[config.mk]
export PLATFORM = sky130hd
export DESIGN_NAME = amws_seq
export DESIGN_NICKNAME = d
export VERILOG_FILES = /design/src/core/amws_pkg.sv /design/src/core/amws_seq.sv
export SDC_FILE = /design/constraint.sdc
export NUM_CORES = 1
export LEC_CHECK = 0
export BUFFER_PORTS_ARGS = -buffer_cell sky130_fd_sc_hd__buf_2
export CORE_UTILIZATION = 25
export CTS_CLUSTER_SIZE = 25
export DETAILED_ROUTE_END_ITERATION = 6
export HOLD_SLACK_MARGIN = 0.03
export PLACE_DENSITY = 0.44
export SYNTH_ARGS = -nofsm -noshare
export SYNTH_HDL_FRONTEND = slang
export SYNTH_SLANG_ARGS = --single-unit
[constraint.sdc]
create_clock -name i_clk -period 13.4 [get_ports i_clk]
set_input_delay 2.01 -clock i_clk [delete_from_list [all_inputs] [get_ports i_clk]]
set_output_delay 2.01 -clock i_clk [all_outputs]
set_load 0.03 [all_outputs]
[src/core/amws_pkg.sv]
package amws_pkg;

    // register bus
    localparam int         REG_AW      = 4;
    localparam logic [3:0] REG_CFG     = 4'h0;
    localparam logic [3:0] REG_STATUS  = 4'h4;

    // bus, counter and turnaround widths
    localparam int ADDR_W  = 22;
    localparam int BANK_W  = 2;
    localparam int EDATA_W = 16;
    localparam int WORD_W  = 32;
    localparam int BE_W    = 4;
    localparam int EBE_W   = 2;
    localparam int CNT_W   = 6;
    localparam int TA_W    = 2;

    localparam logic [CNT_W-1:0]  CNT_ZERO  = 6'h00;
    localparam logic [CNT_W-1:0]  CNT_ONE   = 6'h01;
    localparam logic [TA_W-1:0]   TA_ZERO   = 2'h0;
    localparam logic [TA_W-1:0]   TA_ONE    = 2'h1;
    localparam logic [ADDR_W-1:0] ADDR_STEP = 22'h000001;

    // async configuration register layout, msb first
    typedef struct packed {
        logic [1:0] turnaround_cycles;
        logic [3:0] r_setup;
        logic [5:0] r_strobe;
        logic [2:0] r_hold;
        logic [3:0] w_setup;
        logic [5:0] w_strobe;
        logic [2:0] w_hold;
    } amws_cfg_t;

    localparam int CFG_W = $bits(amws_cfg_t);

    localparam amws_cfg_t CFG_RESET = '{
        turnaround_cycles: 2'h1,
        r_setup:           4'h1,
        r_strobe:          6'h04,
        r_hold:            3'h1,
        w_setup:           4'h1,
        w_strobe:          6'h04,
        w_hold:            3'h1
    };

    // request from the internal arbiter side
    typedef struct packed {
        logic               valid;
        logic               write;
        logic               two_beats;
        logic [BANK_W-1:0]  bank;
        logic [ADDR_W-1:0]  addr;
        logic [WORD_W-1:0]  wdata;
        logic [BE_W-1:0]    byte_en;
    } amws_req_t;

    // external memory pins
    typedef struct packed {
        logic               chip_select_n;
        logic               output_enable_n;
        logic               write_enable_n;
        logic               read_write_n;
        logic [EBE_W-1:0]   byte_write_strobe_n;
        logic [ADDR_W-1:0]  ext_addr;
        logic [BANK_W-1:0]  ext_bank_addr;
        logic [EDATA_W-1:0] data_out;
        logic               data_oe;
    } amws_pins_t;

    localparam amws_pins_t PINS_IDLE = '{
        chip_select_n:       1'b1,
        output_enable_n:     1'b1,
        write_enable_n:      1'b1,
        read_write_n:        1'b1,
        byte_write_strobe_n: 2'h3,
        ext_addr:            22'h000000,
        ext_bank_addr:       2'h0,
        data_out:            16'h0000,
        data_oe:             1'b0
    };

    typedef enum logic [2:0] {
        ST_IDLE   = 3'h0,
        ST_TURN   = 3'h1,
        ST_SETUP  = 3'h3,
        ST_STROBE = 3'h2,
        ST_HOLD   = 3'h6
    } amws_state_e_t;

endpackage

[src/core/amws_seq.sv]
`timescale 1ns/10ps
// Functional notes
// read: pull output enable low as the strobe phase begins
// read: release output enable on the edge ending the strobe phase
// capture data bus at strobe end; memory has data valid by then
// wait input held high stretches the strobe phase
// address and bank address may stop being valid after hold ends
// chip select released after hold only when no access remains
// narrow multi-access: hold goes straight to setup, no turnaround
// chained accesses reuse counts latched for the first access
// after last access return to idle unless a top request waits
// waiting top request after completion enters its turnaround directly
// start a write only when it is the top priority task
// write needing several accesses issues them until all is moved
// output enable stays high for the whole of every write
// write waits programmed turnaround cycles before its setup
// write right after a write gets no turnaround cycles
// write right after a read with turnaround zero gets one cycle
// after turnaround, recheck that the access is still top priority
// access no longer top after turnaround is dropped, no setup
// read right after a read gets no turnaround cycles
// write setup loads write counts, drives address, data, rw low
// read keeps write enable, byte strobes and rw indicator high
// setup, strobe and hold each counted from their latched count
module amws_seq
    import amws_pkg::*;
(
    // clock and reset
    input  wire logic               i_clk,
    input  wire logic               i_sys_rst,
    // register port
    input  wire logic [REG_AW-1:0]  i_reg_addr,
    input  wire logic [WORD_W-1:0]  i_reg_wdata,
    input  wire logic               i_reg_wr,
    input  wire logic               i_reg_rd,
    output logic      [WORD_W-1:0]  o_reg_rdata,
    // request side
    input  wire amws_req_t          i_req,
    input  wire logic               i_req_top,
    output logic                    o_req_start,
    output logic                    o_req_done,
    output logic                    o_req_abort,
    output logic      [WORD_W-1:0]  o_rsp_rdata,
    // external memory
    output amws_pins_t              o_pins,
    input  wire logic [EDATA_W-1:0] i_ext_data_bus,
    input  wire logic               i_ext_wait_in
);

    typedef struct packed {
        amws_state_e_t      st;
        amws_cfg_t          cfg;
        logic [CNT_W-1:0]   cnt;
        logic [3:0]         l_setup;
        logic [5:0]         l_strobe;
        logic [2:0]         l_hold;
        logic               is_write;
        logic               two_beats;
        logic               beat;
        logic [WORD_W-1:0]  wdata;
        logic [BE_W-1:0]    byte_en;
        logic               prev_valid;
        logic               prev_write;
        amws_pins_t         pins;
        logic [WORD_W-1:0]  rdata;
        logic               start;
        logic               done;
        logic               abort;
        logic [1:0]         wait_sync;
        logic [EDATA_W-1:0] din_s0;
        logic [EDATA_W-1:0] din_s1;
        logic [WORD_W-1:0]  reg_rdata;
    } amws_regs_t;

    amws_regs_t r;
    amws_regs_t next_r;

    localparam amws_regs_t REGS_RESET = '{
        st:         ST_IDLE,
        cfg:        CFG_RESET,
        pins:       PINS_IDLE,
        default:    '0
    };

    // turnaround length for the request about to start
    function automatic logic [TA_W-1:0] ta_len(
        input logic            direct,
        input logic            prev_write,
        input logic            is_write,
        input logic [TA_W-1:0] ta
    );
        logic [TA_W-1:0] len;
        len = ta;
        if (direct && (prev_write == is_write)) begin
            // same direction back to back
            len = TA_ZERO;
        end else if (direct && (ta == TA_ZERO)) begin
            // direction change needs a cycle
            len = TA_ONE;
        end
        return len;
    endfunction

    // latch request and counts, drive setup pins
    function automatic amws_regs_t start_setup(
        input amws_regs_t s,
        input amws_req_t  q
    );
        amws_regs_t t;
        t = s;
        t.st        = ST_SETUP;
        t.is_write  = q.write;
        t.two_beats = q.two_beats;
        t.beat      = 1'b0;
        t.wdata     = q.wdata;
        t.byte_en   = q.byte_en;
        t.start     = 1'b1;
        // write counts loaded for a write
        t.l_setup  = q.write ? s.cfg.w_setup  : s.cfg.r_setup;
        t.l_strobe = q.write ? s.cfg.w_strobe : s.cfg.r_strobe;
        t.l_hold   = q.write ? s.cfg.w_hold   : s.cfg.r_hold;
        t.cnt      = CNT_W'(t.l_setup);
        t.pins.chip_select_n       = 1'b0;
        t.pins.output_enable_n     = 1'b1;
        t.pins.write_enable_n      = 1'b1;
        // rw low only for writes
        t.pins.read_write_n        = ~q.write;
        t.pins.byte_write_strobe_n = {EBE_W{1'b1}};
        t.pins.ext_addr            = q.addr;
        t.pins.ext_bank_addr       = q.bank;
        t.pins.data_out            = q.wdata[EDATA_W-1:0];
        t.pins.data_oe             = q.write;
        return t;
    endfunction

    // enter turnaround, or setup at once when no cycles are due
    function automatic amws_regs_t begin_access(
        input amws_regs_t s,
        input amws_req_t  q,
        input logic       direct
    );
        amws_regs_t      t;
        logic [TA_W-1:0] len;
        t   = s;
        // programmed turnaround first
        len = ta_len(direct, s.prev_write, q.write,
                     s.cfg.turnaround_cycles);
        if (len == TA_ZERO) begin
            t = start_setup(s, q);
        end else begin
            t.st  = ST_TURN;
            t.cnt = CNT_W'(len - TA_ONE);
        end
        return t;
    endfunction

    always_comb begin
        next_r           = r;
        next_r.start     = 1'b0;
        next_r.done      = 1'b0;
        next_r.abort     = 1'b0;
        // pins pass two stages before use
        next_r.wait_sync = {r.wait_sync[0], i_ext_wait_in};
        next_r.din_s0    = i_ext_data_bus;
        next_r.din_s1    = r.din_s0;

        next_r.reg_rdata = '0;
        if (i_reg_rd) begin
            case (i_reg_addr)
                REG_CFG: begin
                    next_r.reg_rdata = WORD_W'(r.cfg);
                end
                REG_STATUS: begin
                    next_r.reg_rdata = WORD_W'({r.st, r.is_write, r.beat,
                                                r.prev_valid,
                                                r.prev_write,
                                                r.wait_sync[1]});
                end
                default: begin
                    next_r.reg_rdata = '0;
                end
            endcase
        end
        // new counts take effect on the next request only
        if (i_reg_wr && (i_reg_addr == REG_CFG)) begin
            next_r.cfg = amws_cfg_t'(i_reg_wdata[CFG_W-1:0]);
        end

        case (r.st)
            ST_IDLE: begin
                // only a top priority request starts
                if (i_req.valid && i_req_top) begin
                    next_r = begin_access(next_r, i_req, 1'b0);
                end
            end
            ST_TURN: begin
                if (r.cnt != CNT_ZERO) begin
                    next_r.cnt = r.cnt - CNT_ONE;
                // priority checked again
                end else if (i_req.valid && i_req_top) begin
                    next_r = start_setup(next_r, i_req);
                end else begin
                    // lost priority, drop the access
                    next_r.st         = ST_IDLE;
                    next_r.abort      = 1'b1;
                    next_r.prev_valid = 1'b0;
                end
            end
            ST_SETUP: begin
                // setup counted down
                if (r.cnt != CNT_ZERO) begin
                    next_r.cnt = r.cnt - CNT_ONE;
                end else begin
                    next_r.st  = ST_STROBE;
                    next_r.cnt = CNT_W'(r.l_strobe);
                    // oe low on reads only
                    next_r.pins.output_enable_n = r.is_write;
                    next_r.pins.write_enable_n  = ~r.is_write;
                    // strobes stay high on reads
                    next_r.pins.byte_write_strobe_n = r.is_write ?
                        (r.beat ? ~r.byte_en[BE_W-1:EBE_W]
                                : ~r.byte_en[EBE_W-1:0])
                        : {EBE_W{1'b1}};
                end
            end
            ST_STROBE: begin
                if (r.cnt != CNT_ZERO) begin
                    next_r.cnt = r.cnt - CNT_ONE;
                // wait pin stretches the last strobe cycle
                end else if (!r.wait_sync[1]) begin
                    next_r.st  = ST_HOLD;
                    next_r.cnt = CNT_W'(r.l_hold);
                    // oe back high at strobe end
                    next_r.pins.output_enable_n     = 1'b1;
                    next_r.pins.write_enable_n      = 1'b1;
                    next_r.pins.byte_write_strobe_n = {EBE_W{1'b1}};
                    // sample the bus, halves by beat
                    if (!r.is_write) begin
                        if (r.beat) begin
                            next_r.rdata[WORD_W-1:EDATA_W] = r.din_s1;
                        end else begin
                            next_r.rdata[EDATA_W-1:0] = r.din_s1;
                        end
                    end
                end
            end
            ST_HOLD: begin
                if (r.cnt != CNT_ZERO) begin
                    next_r.cnt = r.cnt - CNT_ONE;
                end else if (r.two_beats && !r.beat) begin
                    // next access, counts kept
                    next_r.st            = ST_SETUP;
                    next_r.cnt           = CNT_W'(r.l_setup);
                    next_r.beat          = 1'b1;
                    next_r.pins.ext_addr = r.pins.ext_addr + ADDR_STEP;
                    next_r.pins.data_out = r.wdata[WORD_W-1:EDATA_W];
                end else begin
                    // select released, request finished
                    next_r.pins.chip_select_n = 1'b1;
                    next_r.pins.read_write_n  = 1'b1;
                    next_r.pins.data_oe       = 1'b0;
                    next_r.done               = 1'b1;
                    next_r.prev_valid         = 1'b1;
                    next_r.prev_write         = r.is_write;
                    // address left as is, no longer valid
                    if (i_req.valid && i_req_top) begin
                        // straight into the next turnaround
                        next_r = begin_access(next_r, i_req, 1'b1);
                    end else begin
                        // back to idle
                        next_r.st         = ST_IDLE;
                        next_r.prev_valid = 1'b0;
                    end
                end
            end
            default: begin
                next_r.st   = ST_IDLE;
                next_r.pins = PINS_IDLE;
            end
        endcase
    end

    always_ff @(posedge i_clk or posedge i_sys_rst) begin
        if (i_sys_rst) begin
            r <= REGS_RESET;
        end else begin
            r <= next_r;
        end
    end

    // all outputs come straight from the state register
    assign o_reg_rdata = r.reg_rdata;
    assign o_req_start = r.start;
    assign o_req_done  = r.done;
    assign o_req_abort = r.abort;
    assign o_rsp_rdata = r.rdata;
    assign o_pins      = r.pins;

endmodule

Word-level counts from Yosys, hierarchy flattened
Index checks and enable logic that the tools add are counted.
{"block": "totals", "reg_bits": 239, "latchBits": 0, "ram_bits": 0, "rom_bits": 0, "in_bits": 121, "memories": 0}
{"block": "classes", "addsub": 4, "multipliers": 0, "div_mod_pow": 0, "n_lt_le_gt_ge": 0, "eq_ne": 23, "n_shift": 0, "n_mux": 71, "bitwise": 12, "n_reduce_logical": 25}
{"cell": "202-bit 2-to-1 mux", "n": 4}
{"cell": "239-bit 2-to-1 mux", "n": 1}
{"cell": "69-bit case mux with 3 select lines", "n": 1}
{"cell": "41-bit case mux with 4 select lines", "n": 1}
{"cell": "54-bit case mux with 3 select lines", "n": 1}
{"cell": "149-bit 2-to-1 mux", "n": 1}
{"cell": "32-bit 2-to-1 mux", "n": 4}
{"cell": "32-bit case mux with 4 select lines", "n": 1}
{"cell": "58-bit 2-to-1 mux", "n": 2}
{"cell": "102-bit 2-to-1 mux", "n": 1}
{"cell": "28-bit case mux with 3 select lines", "n": 1}
{"cell": "81-bit 2-to-1 mux", "n": 1}
{"cell": "31-bit 2-to-1 mux", "n": 2}
{"cell": "28-bit case mux with 2 select lines", "n": 1}
{"cell": "6-bit 2-to-1 mux", "n": 9}
{"cell": "16-bit 2-to-1 mux", "n": 3}
{"cell": "44-bit 2-to-1 mux", "n": 1}
{"cell": "2-bit 2-to-1 mux", "n": 18}
{"cell": "8-bit AND reduction", "n": 4}
{"cell": "6-bit case mux with 5 select lines", "n": 1}
{"cell": "28-bit 2-to-1 mux", "n": 1}
{"cell": "2-bit inequality test, second input constant", "n": 12}
{"cell": "22-bit by 1-bit adder with 22-bit output, second input constant", "n": 1}
{"cell": "22-bit 2-to-1 mux", "n": 1}
{"cell": "33 further kinds", "n": 62}

Depth between registers and ports, before layout
Gate-level depths: netlist (run 1).
{"block": "depth", "word_depth": 16, "ltp_mapped": 11, "depth_no_buf": 8}

Least setup slack after synthesis (run 1)
No wires, ideal clock.
{"block": "synth_path", "path_kind": "input port to flip-flop", "from": "input port i_reg_addr[1]", "to": "register r (netlist bit o_pins[16])", "setup_time_ps": 127, "arrival_time_ps": 4148, "setup_slack_ps": 9125, "cell_stages": 9, "n_path_buf": 3, "cell_sequence": "or3_1 > buf_2 > or4_4 > and3_4 > or3_4 > buf_6 > buf_6 > a222oi_1 > inv_1"}
{"block": "synth_between", "elab_chain_len": 13}
{"element": "from (decl)", "line_no": "amws_seq.sv:32", "text": "input wire logic [REG_AW-1:0] i_reg_addr,"}
{"element": "4-bit logical NOT (*)", "line_no": "amws_seq.sv:185", "text": "if (i_reg_wr && (i_reg_addr == REG_CFG)) begin"}
{"element": "1-bit logical AND (*)", "line_no": "amws_seq.sv:185"}
{"element": "28-bit 2-to-1 mux (*)", "line_no": "amws_seq.sv:185"}
{"element": "2-bit logical NOT", "line_no": "amws_seq.sv:97, amws_seq.sv:148"}
{"element": "2-bit 2-to-1 mux", "line_no": "amws_seq.sv:97", "text": "end else if (direct && (ta == TA_ZERO)) begin"}
{"element": "2-bit 2-to-1 mux", "line_no": "amws_seq.sv:94", "text": "if (direct && (prev_write == is_write)) begin"}
{"element": "2-bit 2-to-1 mux", "line_no": "amws_seq.sv:266", "text": "if (i_req.valid && i_req_top) begin"}
{"element": "2-bit 2-to-1 mux", "line_no": "amws_seq.sv:250", "text": "end else if (r.two_beats && !r.beat) begin"}
{"element": "2-bit 2-to-1 mux", "line_no": "amws_seq.sv:248", "text": "if (r.cnt != CNT_ZERO) begin"}
{"element": "2-bit 2-to-1 mux", "line_no": "amws_seq.sv:189", "text": "case (r.st)"}
{"element": "2-bit logical NOT", "line_no": "amws_seq.sv:148", "text": "if (len == TA_ZERO) begin"}
{"element": "3-bit inequality test (no line)"}
{"element": "8-bit AND reduction (no line) (*)"}
{"element": "to (signal assigned)", "line_no": "amws_seq.sv:287", "text": "r <= next_r;"}
{"element": "to (decl)", "line_no": "amws_seq.sv:75", "text": "amws_regs_t r;"}
Every way passes the cells marked *; elsewhere a longest branch is shown, timed or not. The select of a mux whose other input is x is not followed.
A chain may end at the register's enable or synchronous reset.

Worst setup path after layout (run 1)
{"block": "layout_path", "from": "input port i_reg_addr[1]", "to": "register r[185] (netlist name)"}
{"block": "layout_between", "elab_chain_len": 13}
{"element": "4-bit logical NOT (*)", "line_no": "amws_seq.sv:185"}
{"element": "1-bit logical AND (*)", "line_no": "amws_seq.sv:185"}
{"element": "28-bit 2-to-1 mux (*)", "line_no": "amws_seq.sv:185"}
{"element": "2-bit logical NOT", "line_no": "amws_seq.sv:97, amws_seq.sv:148"}
{"element": "2-bit 2-to-1 mux", "line_no": "amws_seq.sv:97"}
{"element": "2-bit 2-to-1 mux", "line_no": "amws_seq.sv:94"}
{"element": "2-bit 2-to-1 mux", "line_no": "amws_seq.sv:266"}
{"element": "2-bit 2-to-1 mux", "line_no": "amws_seq.sv:250"}
{"element": "2-bit 2-to-1 mux", "line_no": "amws_seq.sv:248"}
{"element": "2-bit 2-to-1 mux", "line_no": "amws_seq.sv:189"}
{"element": "2-bit logical NOT", "line_no": "amws_seq.sv:148"}
{"element": "2-bit inequality test (no line)"}
{"element": "9-bit AND reduction (no line) (*)"}
Marked as above.

==> impl_metrics.env, run 1 <==
export IMPL_status="finished clean"
export IMPL_period_needed_ns=4.54
export IMPL_clkSinkCount=219
export IMPL_hp_start="r[60]"
export IMPL_port_buffers=226
export IMPL_reg2reg_depth=5
export IMPL_fp_coreArea_um2=39900
export IMPL_cts_setup_buffers=0
export IMPL_grt_usage_pct=13.4
export IMPL_setup_viol=0
export IMPL_drtIter0Drc=353
export IMPL_num_io_pins=235
export IMPL_p_leak_nw=5.80
export IMPL_hold_path_class="flip-flop to flip-flop"
export IMPL_synthTopCellsByArea="dfrtp_1 (51%), mux2_2 (9.2%), buf_4 (8.2%)"
export IMPL_rows=73
export IMPL_reg2reg_from="r[237]"
export IMPL_synth_edff_count=0
export IMPL_fin_worst_skew_ns=0.0153
export IMPL_h_tree_depth=1
export IMPL_multi_input_area_um2=3530
export IMPL_synth_avg_cell_area_um2=10.9
export IMPL_dieArea_um2=41400
export IMPL_ff_latch_area_um2=5500
export IMPL_ys_seq_area_share_pct=54.2
export IMPL_drt_total_wl_um=27800
export IMPL_grt_max_degree=85
export IMPL_max_slew_margin_pct=12.2
export IMPL_drv_cap=0
export IMPL_synth_top_area_share_pct=50.8
export IMPL_cp_slowest_cell="a31o_4"
export IMPL_tns_ns=0
export IMPL_synthCells=930
export IMPL_grt_pass1_vias=7331
export IMPL_path_class="primary input to flip-flop"
export IMPL_synth_warnings=0
export IMPL_period_share_pct=33.8
export IMPL_area_growth_pct=17.4
export IMPL_hold_viol=0
export IMPL_dp_hpwl_um=19100
export IMPL_place_area_um2=11000
export IMPL_max_freq_mhz=220
export IMPL_critPathCaptureType="flip-flop"
export IMPL_synthesis_area_um2=10100
export IMPL_antenna_found_initial=6
export IMPL_globalplace_congestion=0.814
export IMPL_final_max_slew_viol_count=0
export IMPL_path_max_fanout=71
export IMPL_grt_pass1_wl_um=43300
export IMPL_critPathArrivalTime_ns=4.97
export IMPL_vdd_drop_max_mv=0.0979
export IMPL_worstHoldPathCells=0
export IMPL_dr_total_vias=7177
export IMPL_final_common_cell="buf_2"
export IMPL_cp_required_ns=13.83
export IMPL_ant_nets=0
export IMPL_crit_path_start_kind="primary input"
export IMPL_clk_path_buf_depth=3
export IMPL_grt_overflow_total=0
export IMPL_ys_flop_type="dfrtp_1"
export IMPL_power_per_cell_area_nw_per_um2=219
export IMPL_layout_nets=1167
export IMPL_antenna_cells=0
export IMPL_cts_made_buffers=28
export IMPL_die_w_um=203
export IMPL_cts_root_buf="clkbuf_16"
export IMPL_cpPeakStageDelay_ns=0.82
export IMPL_final_cell_mix="buf_2 (226), dfrtp_1 (206), nand2_1 (108), mux2_2 (83), nor2_1 (39)"
export IMPL_ys_async_sr_fraction_pct=100
export IMPL_drt_vias_per_instance=4.52
export IMPL_layout_drive_gt1_share_pct=36.6
export IMPL_cts_resized_gates=0
export IMPL_clkTransAtPathRegs_ns=0.05
export IMPL_worstMarginPinSlew_ns=1.31
export IMPL_drt_wirelength_per_cell_um=17.5
export IMPL_rsz0062_at_grt="no"
export IMPL_first_pass_iters=5
export IMPL_chipHeight_um=203
export IMPL_n_fill_cell=4183
export IMPL_drc=0
export IMPL_synth_distinct_cells=64
export IMPL_ctsHoldBuffers=0
export IMPL_clkLatencyLatePin_ns=0.55
export IMPL_utilization_pct=29.8
export IMPL_start_util_pct=25.4
export IMPL_cts_tree="built"
export IMPL_finalInstanceArea_um2=11900
export IMPL_crit_chain="buf_2 > or3_1 > or4_4 > a21oi_1 > a31o_4 > mux2_2"
export IMPL_ys_ff_latch=219
export IMPL_synth_top_cell_by_area="dfrtp_1"
export IMPL_startpoint="i_reg_addr[1]"
-- kinds of logic after synthesis --
kind of cell	count (synthesis)	synth area share, %
AOI/OAI and AO/OA	163	11.0
xor gates and xnor gates	3	0.259
adders and majority gates	3	0.370
buffers and inverters	187	11.3
DFF	219	54.2
muxes	100	11.0
other	1	0.0370
and+or+nand+nor	254	11.8
-- worst paths after layout --
path | endpoint | slack (ns)
worst min-delay path | r[44] | 0.34
max in group asynchronous | o_reg_rdata[20] | 10.43
worst max register to register | o_pins[35] | 10.14
worst max-delay path | r[185] | 8.86
min in group asynchronous | o_req_start | 1.55
worst min register to register | r[44] | 0.34
-- state kept, by name, summed over array words and instances, names as in the netlist --
| name | cells |
|---|---|
| o_req_abort | 1 |
| r | 109 |
| o_reg_rdata | 28 |
| o_rsp_rdata | 32 |
| o_pins | 47 |
| o_req_start | 1 |
| o_req_done | 1 |
-- critical path, delay by kind of cell --
kind / cells / cell delay [ns]
mux: 1 / 0.42
buf+inv: 1 / 0.10
compound gates: 2 / 1.35
simple gates: 2 / 1.01
-- synthesized netlist by cell type, drive strengths merged (6+ instances only) --
cell type	number
o211ai	10
mux2i	16
dfrtp	206
mux2	83
and3	7
a22oi	6
buf	126
o22ai	9
nand2	108
dfstp	13
nand3	28
and2	24
a31oi	14
or3	6
nand2b	6
a221o	6
a21oi	30
inv	32
nor2	40
clkbuf	28
o21ai	35
a222oi	17
nor3	18
-- routing by layer --
| metal | wire, um | vias up | global-route usage (%) |
|---|---|---|---|
| li1 | - | 3374 | - |
| met1 | 12000 | 3549 | 16.7 |
| met2 | 13200 | 190 | 22.3 |
| met3 | 1940 | 52 | 3.96 |
| met4 | 610 | 12 | 3.79 |
| met5 | 81 | - | 0 |
-- power breakdown --
| part | internal (mW) | switching (mW) |
|---|---|---|
| Clock | 0.440 | 0.295 |
| Sequential | 0.855 | 0.144 |
| Combinational | 0.317 | 0.560 |
-- metrics by stage --
| step | hold slack [ns] | setup slack, ns | instances | power, mW |
|---|---|---|---|---|
| 3_5_place_dp | 0.336 | 8.27 | 1538 | 1.90 |
| 5_1_grt | 0.352 | 8.74 | 1588 | 2.78 |
| 6_report | 0.336 | 8.86 | 1588 | 2.61 |
| 2_1_floorplan | 0.331 | 5.42 | 933 | 1.74 |
| 3_3_place_gp | 0.331 | 8.25 | 1538 | 1.89 |
| 4_1_cts | 0.342 | 8.87 | 1588 | 2.66 |
-- area by class of cell --
cell class	instances	share of cell area (%)
clock buffer	39	6.83
clock inverter	11	0.756
inverter	33	1.10
multi-input combinational	527	29.7
sequential	219	46.1
tap	525	5.51
timing repair buffer	234	10.0
(Power assumes the default switching activity.)
==> run 2, diff against run 1 <==
==> constraint.sdc (replaced) <==
create_clock -name i_clk -period 4.2 [get_ports i_clk]
set_input_delay 0.63 -clock i_clk [delete_from_list [all_inputs] [get_ports i_clk]]
set_output_delay 0.63 -clock i_clk [all_outputs]
set_load 0.03 [all_outputs]
==> run 2 against run 1 <==
Via count is 0.98% higher. Cell count is 0.63% higher. Register-to-register slack worse by 8.8 ns. Worst setup slack worse by 7.6 ns. Die area stayed put. Sequential cell count stayed put. Sequential share of layout area is 0.82 points lower. Power grew to 3.3 times the previous value. Worst hold slack worse by 0.24 ns. Cell area is 1.8% higher. Critical endpoint is now o_pins[35]. Largest cell class unchanged. Largest power group unchanged.
==> impl_metrics.env, run 2 (synthesis gave the netlist of run 1 again) <==
export IMPL_total_power_mw=8.58
export IMPL_n_fill_cell=4151
export IMPL_globalplace_congestion=0.814
export IMPL_fin_cells=1598
export IMPL_critPathArrivalTime_ns=3.38
export IMPL_clkLatencyLatePin_ns=0.54
export IMPL_p_switching_mw=3.17
export IMPL_cts_setup_buffers=0
export IMPL_intPower_mw=5.41
export IMPL_grt_max_degree=90
export IMPL_first_pass_iters=5
export IMPL_grt_pass1_vias=7456
export IMPL_setup_viol=0
export IMPL_fp_coreArea_um2=39900
export IMPL_dp_hpwl_um=19500
export IMPL_rsz0062_at_grt="no"
export IMPL_status="finished clean"
export IMPL_ff_latch_area_um2=5500
export IMPL_clkSinkCount=219
export IMPL_tns_ns=0
export IMPL_critPathCaptureType="flip-flop"
export IMPL_port_buffers=226
export IMPL_combPwrFrac_pct=33.0
export IMPL_area_growth_pct=19.6
export IMPL_largest_reg_flops=109
export IMPL_grt_pass1_wl_um=43500
export IMPL_fin_worst_skew_ns=0.00532
export IMPL_dp_cells=1547
export IMPL_drtIter0Drc=395
export IMPL_h_tree_depth=1
export IMPL_p_leak_nw=5.89
export IMPL_layout_nets=1176
export IMPL_period_share_pct=69.3
export IMPL_pwr_share_seq_pct=37.1
export IMPL_clk_path_buf_depth=3
export IMPL_swShare_pct=37.0
export IMPL_drt_total_wl_um=27700
export IMPL_max_freq_mhz=344
export IMPL_finalInstanceArea_um2=12100
export IMPL_cts_resized_gates=0
export IMPL_grt_usage_pct=13.4
export IMPL_num_io_pins=235
export IMPL_multi_input_area_um2=3530
export IMPL_path_max_fanout=20
export IMPL_reg2reg_depth=7
export IMPL_clkPwrFrac_pct=30.0
export IMPL_ctsHoldBuffers=0
export IMPL_whs_ns=0.0912
export IMPL_antenna_found_initial=7
export IMPL_hold_viol=0
export IMPL_drv_cap=0
export IMPL_layout_drive_gt1_share_pct=37.3
export IMPL_drt_vias_per_instance=4.54
export IMPL_final_common_cell="buf_2"
export IMPL_max_slew_margin_pct=41.0
export IMPL_vdd_drop_max_mv=0.274
export IMPL_drt_wirelength_per_cell_um=17.3
export IMPL_crit_path_start_kind="flip-flop"
export IMPL_worstMarginPinSlew_ns=0.882
export IMPL_dieArea_um2=41400
export IMPL_rows=73
export IMPL_grt_overflow_total=0
export IMPL_regMostFlops="r"
export IMPL_dr_total_vias=7247
export IMPL_place_area_um2=11100
export IMPL_drc=0
export IMPL_final_max_slew_viol_count=0
export IMPL_cp_required_ns=4.68
export IMPL_cts_made_buffers=28
export IMPL_path_class="flip-flop to flip-flop"
export IMPL_clkTransAtPathRegs_ns=0.06
export IMPL_start_util_pct=25.4
export IMPL_power_per_cell_area_nw_per_um2=707
export IMPL_cts_tree="built"
export IMPL_hold_path_class="primary input to async pin"
export IMPL_cts_root_buf="clkbuf_16"
export IMPL_die_w_um=203
export IMPL_chipHeight_um=203
export IMPL_period_needed_ns=2.91
export IMPL_ant_nets=0
export IMPL_final_cell_mix="buf_2 (226), dfrtp_1 (206), nand2_1 (108), mux2_2 (83), nor2_1 (39)"
[run 2: changes by cell type in the layout (fill, tap and decap cells not counted), moves of 2 or more]
cell and delta:
clkbuf_8 +3, bufinv_16 +3, buf_4 +5, clkinv_4 -2, clkinvlp_4 +2, clkbuf_1 -2
buf_12 +4, clkinv_2 -3
[run 2: metal layers]
| layer | vias to the layer above | track usage (%) | share of wire, % |
|---|---|---|---|
| li1 | 3395 | - | - |
| met1 | 3568 | 17.2 | 43 |
| met2 | 225 | 21.6 | 47 |
| met3 | 47 | 4.06 | 7.7 |
| met4 | 12 | 3.81 | 1.9 |
| met5 | - | 0 | 0.25 |
[run 2: path summary, 6_finish.rpt]
kind,from,end,slack [ns]
min in group i_clk,i_ext_data_bus[6],r[54],0.20
max in group asynchronous,i_sys_rst,r[180],3.24
worst max register to register,r[202],o_pins[35],1.29
worst min register to register,r[61],r[45],0.35
worst max-delay path,r[202],o_pins[35],1.29
worst min-delay path,i_sys_rst,o_reg_rdata[13],0.09
[run 2: cell type report]
| cell class | instances | area share (%) |
|---|---|---|
| Antenna cell | 1 | 0.0206 |
| Timing Repair Buffer | 243 | 10.8 |
| Inverter | 33 | 1.05 |
| Multi-Input combinational cell | 527 | 29.1 |
| Clock inverter | 10 | 1.28 |
| Tap cell | 525 | 5.42 |
| Clock buffer | 40 | 6.98 |
| Sequential cell | 219 | 45.3 |
[run 2: critical path: stages (launching register included)]
cell	delay (ns)
dfrtp_1	0.40
inv_1	0.08
ha_1	0.18
nor2b_1	0.35
and2_1	0.49
nand2_1	0.58
or4_1	0.66
nand3_1	0.09
[run 2: power by group through the flow]
stage	sequential (mW)	clock (mW)	combinational (mW)
after floorplan	3.03	0	2.51
after CTS	3.19	2.66	2.87
after detailed placement	3.22	0	2.86
final	3.18	2.57	2.83
after global routing	3.27	2.75	3.11
after global placement	3.20	0	2.84
[run 2: stage by stage]
| stage | util (%) | setup slack (ns) |
|---|---|---|
| finish | 30.4 | 1.29 |
| global route | 30.4 | 1.00 |
| CTS | 30.4 | 1.24 |
| detailed placement | 27.9 | 0.983 |
| global placement | 27.9 | 0.983 |
| floorplan | - | 0.727 |
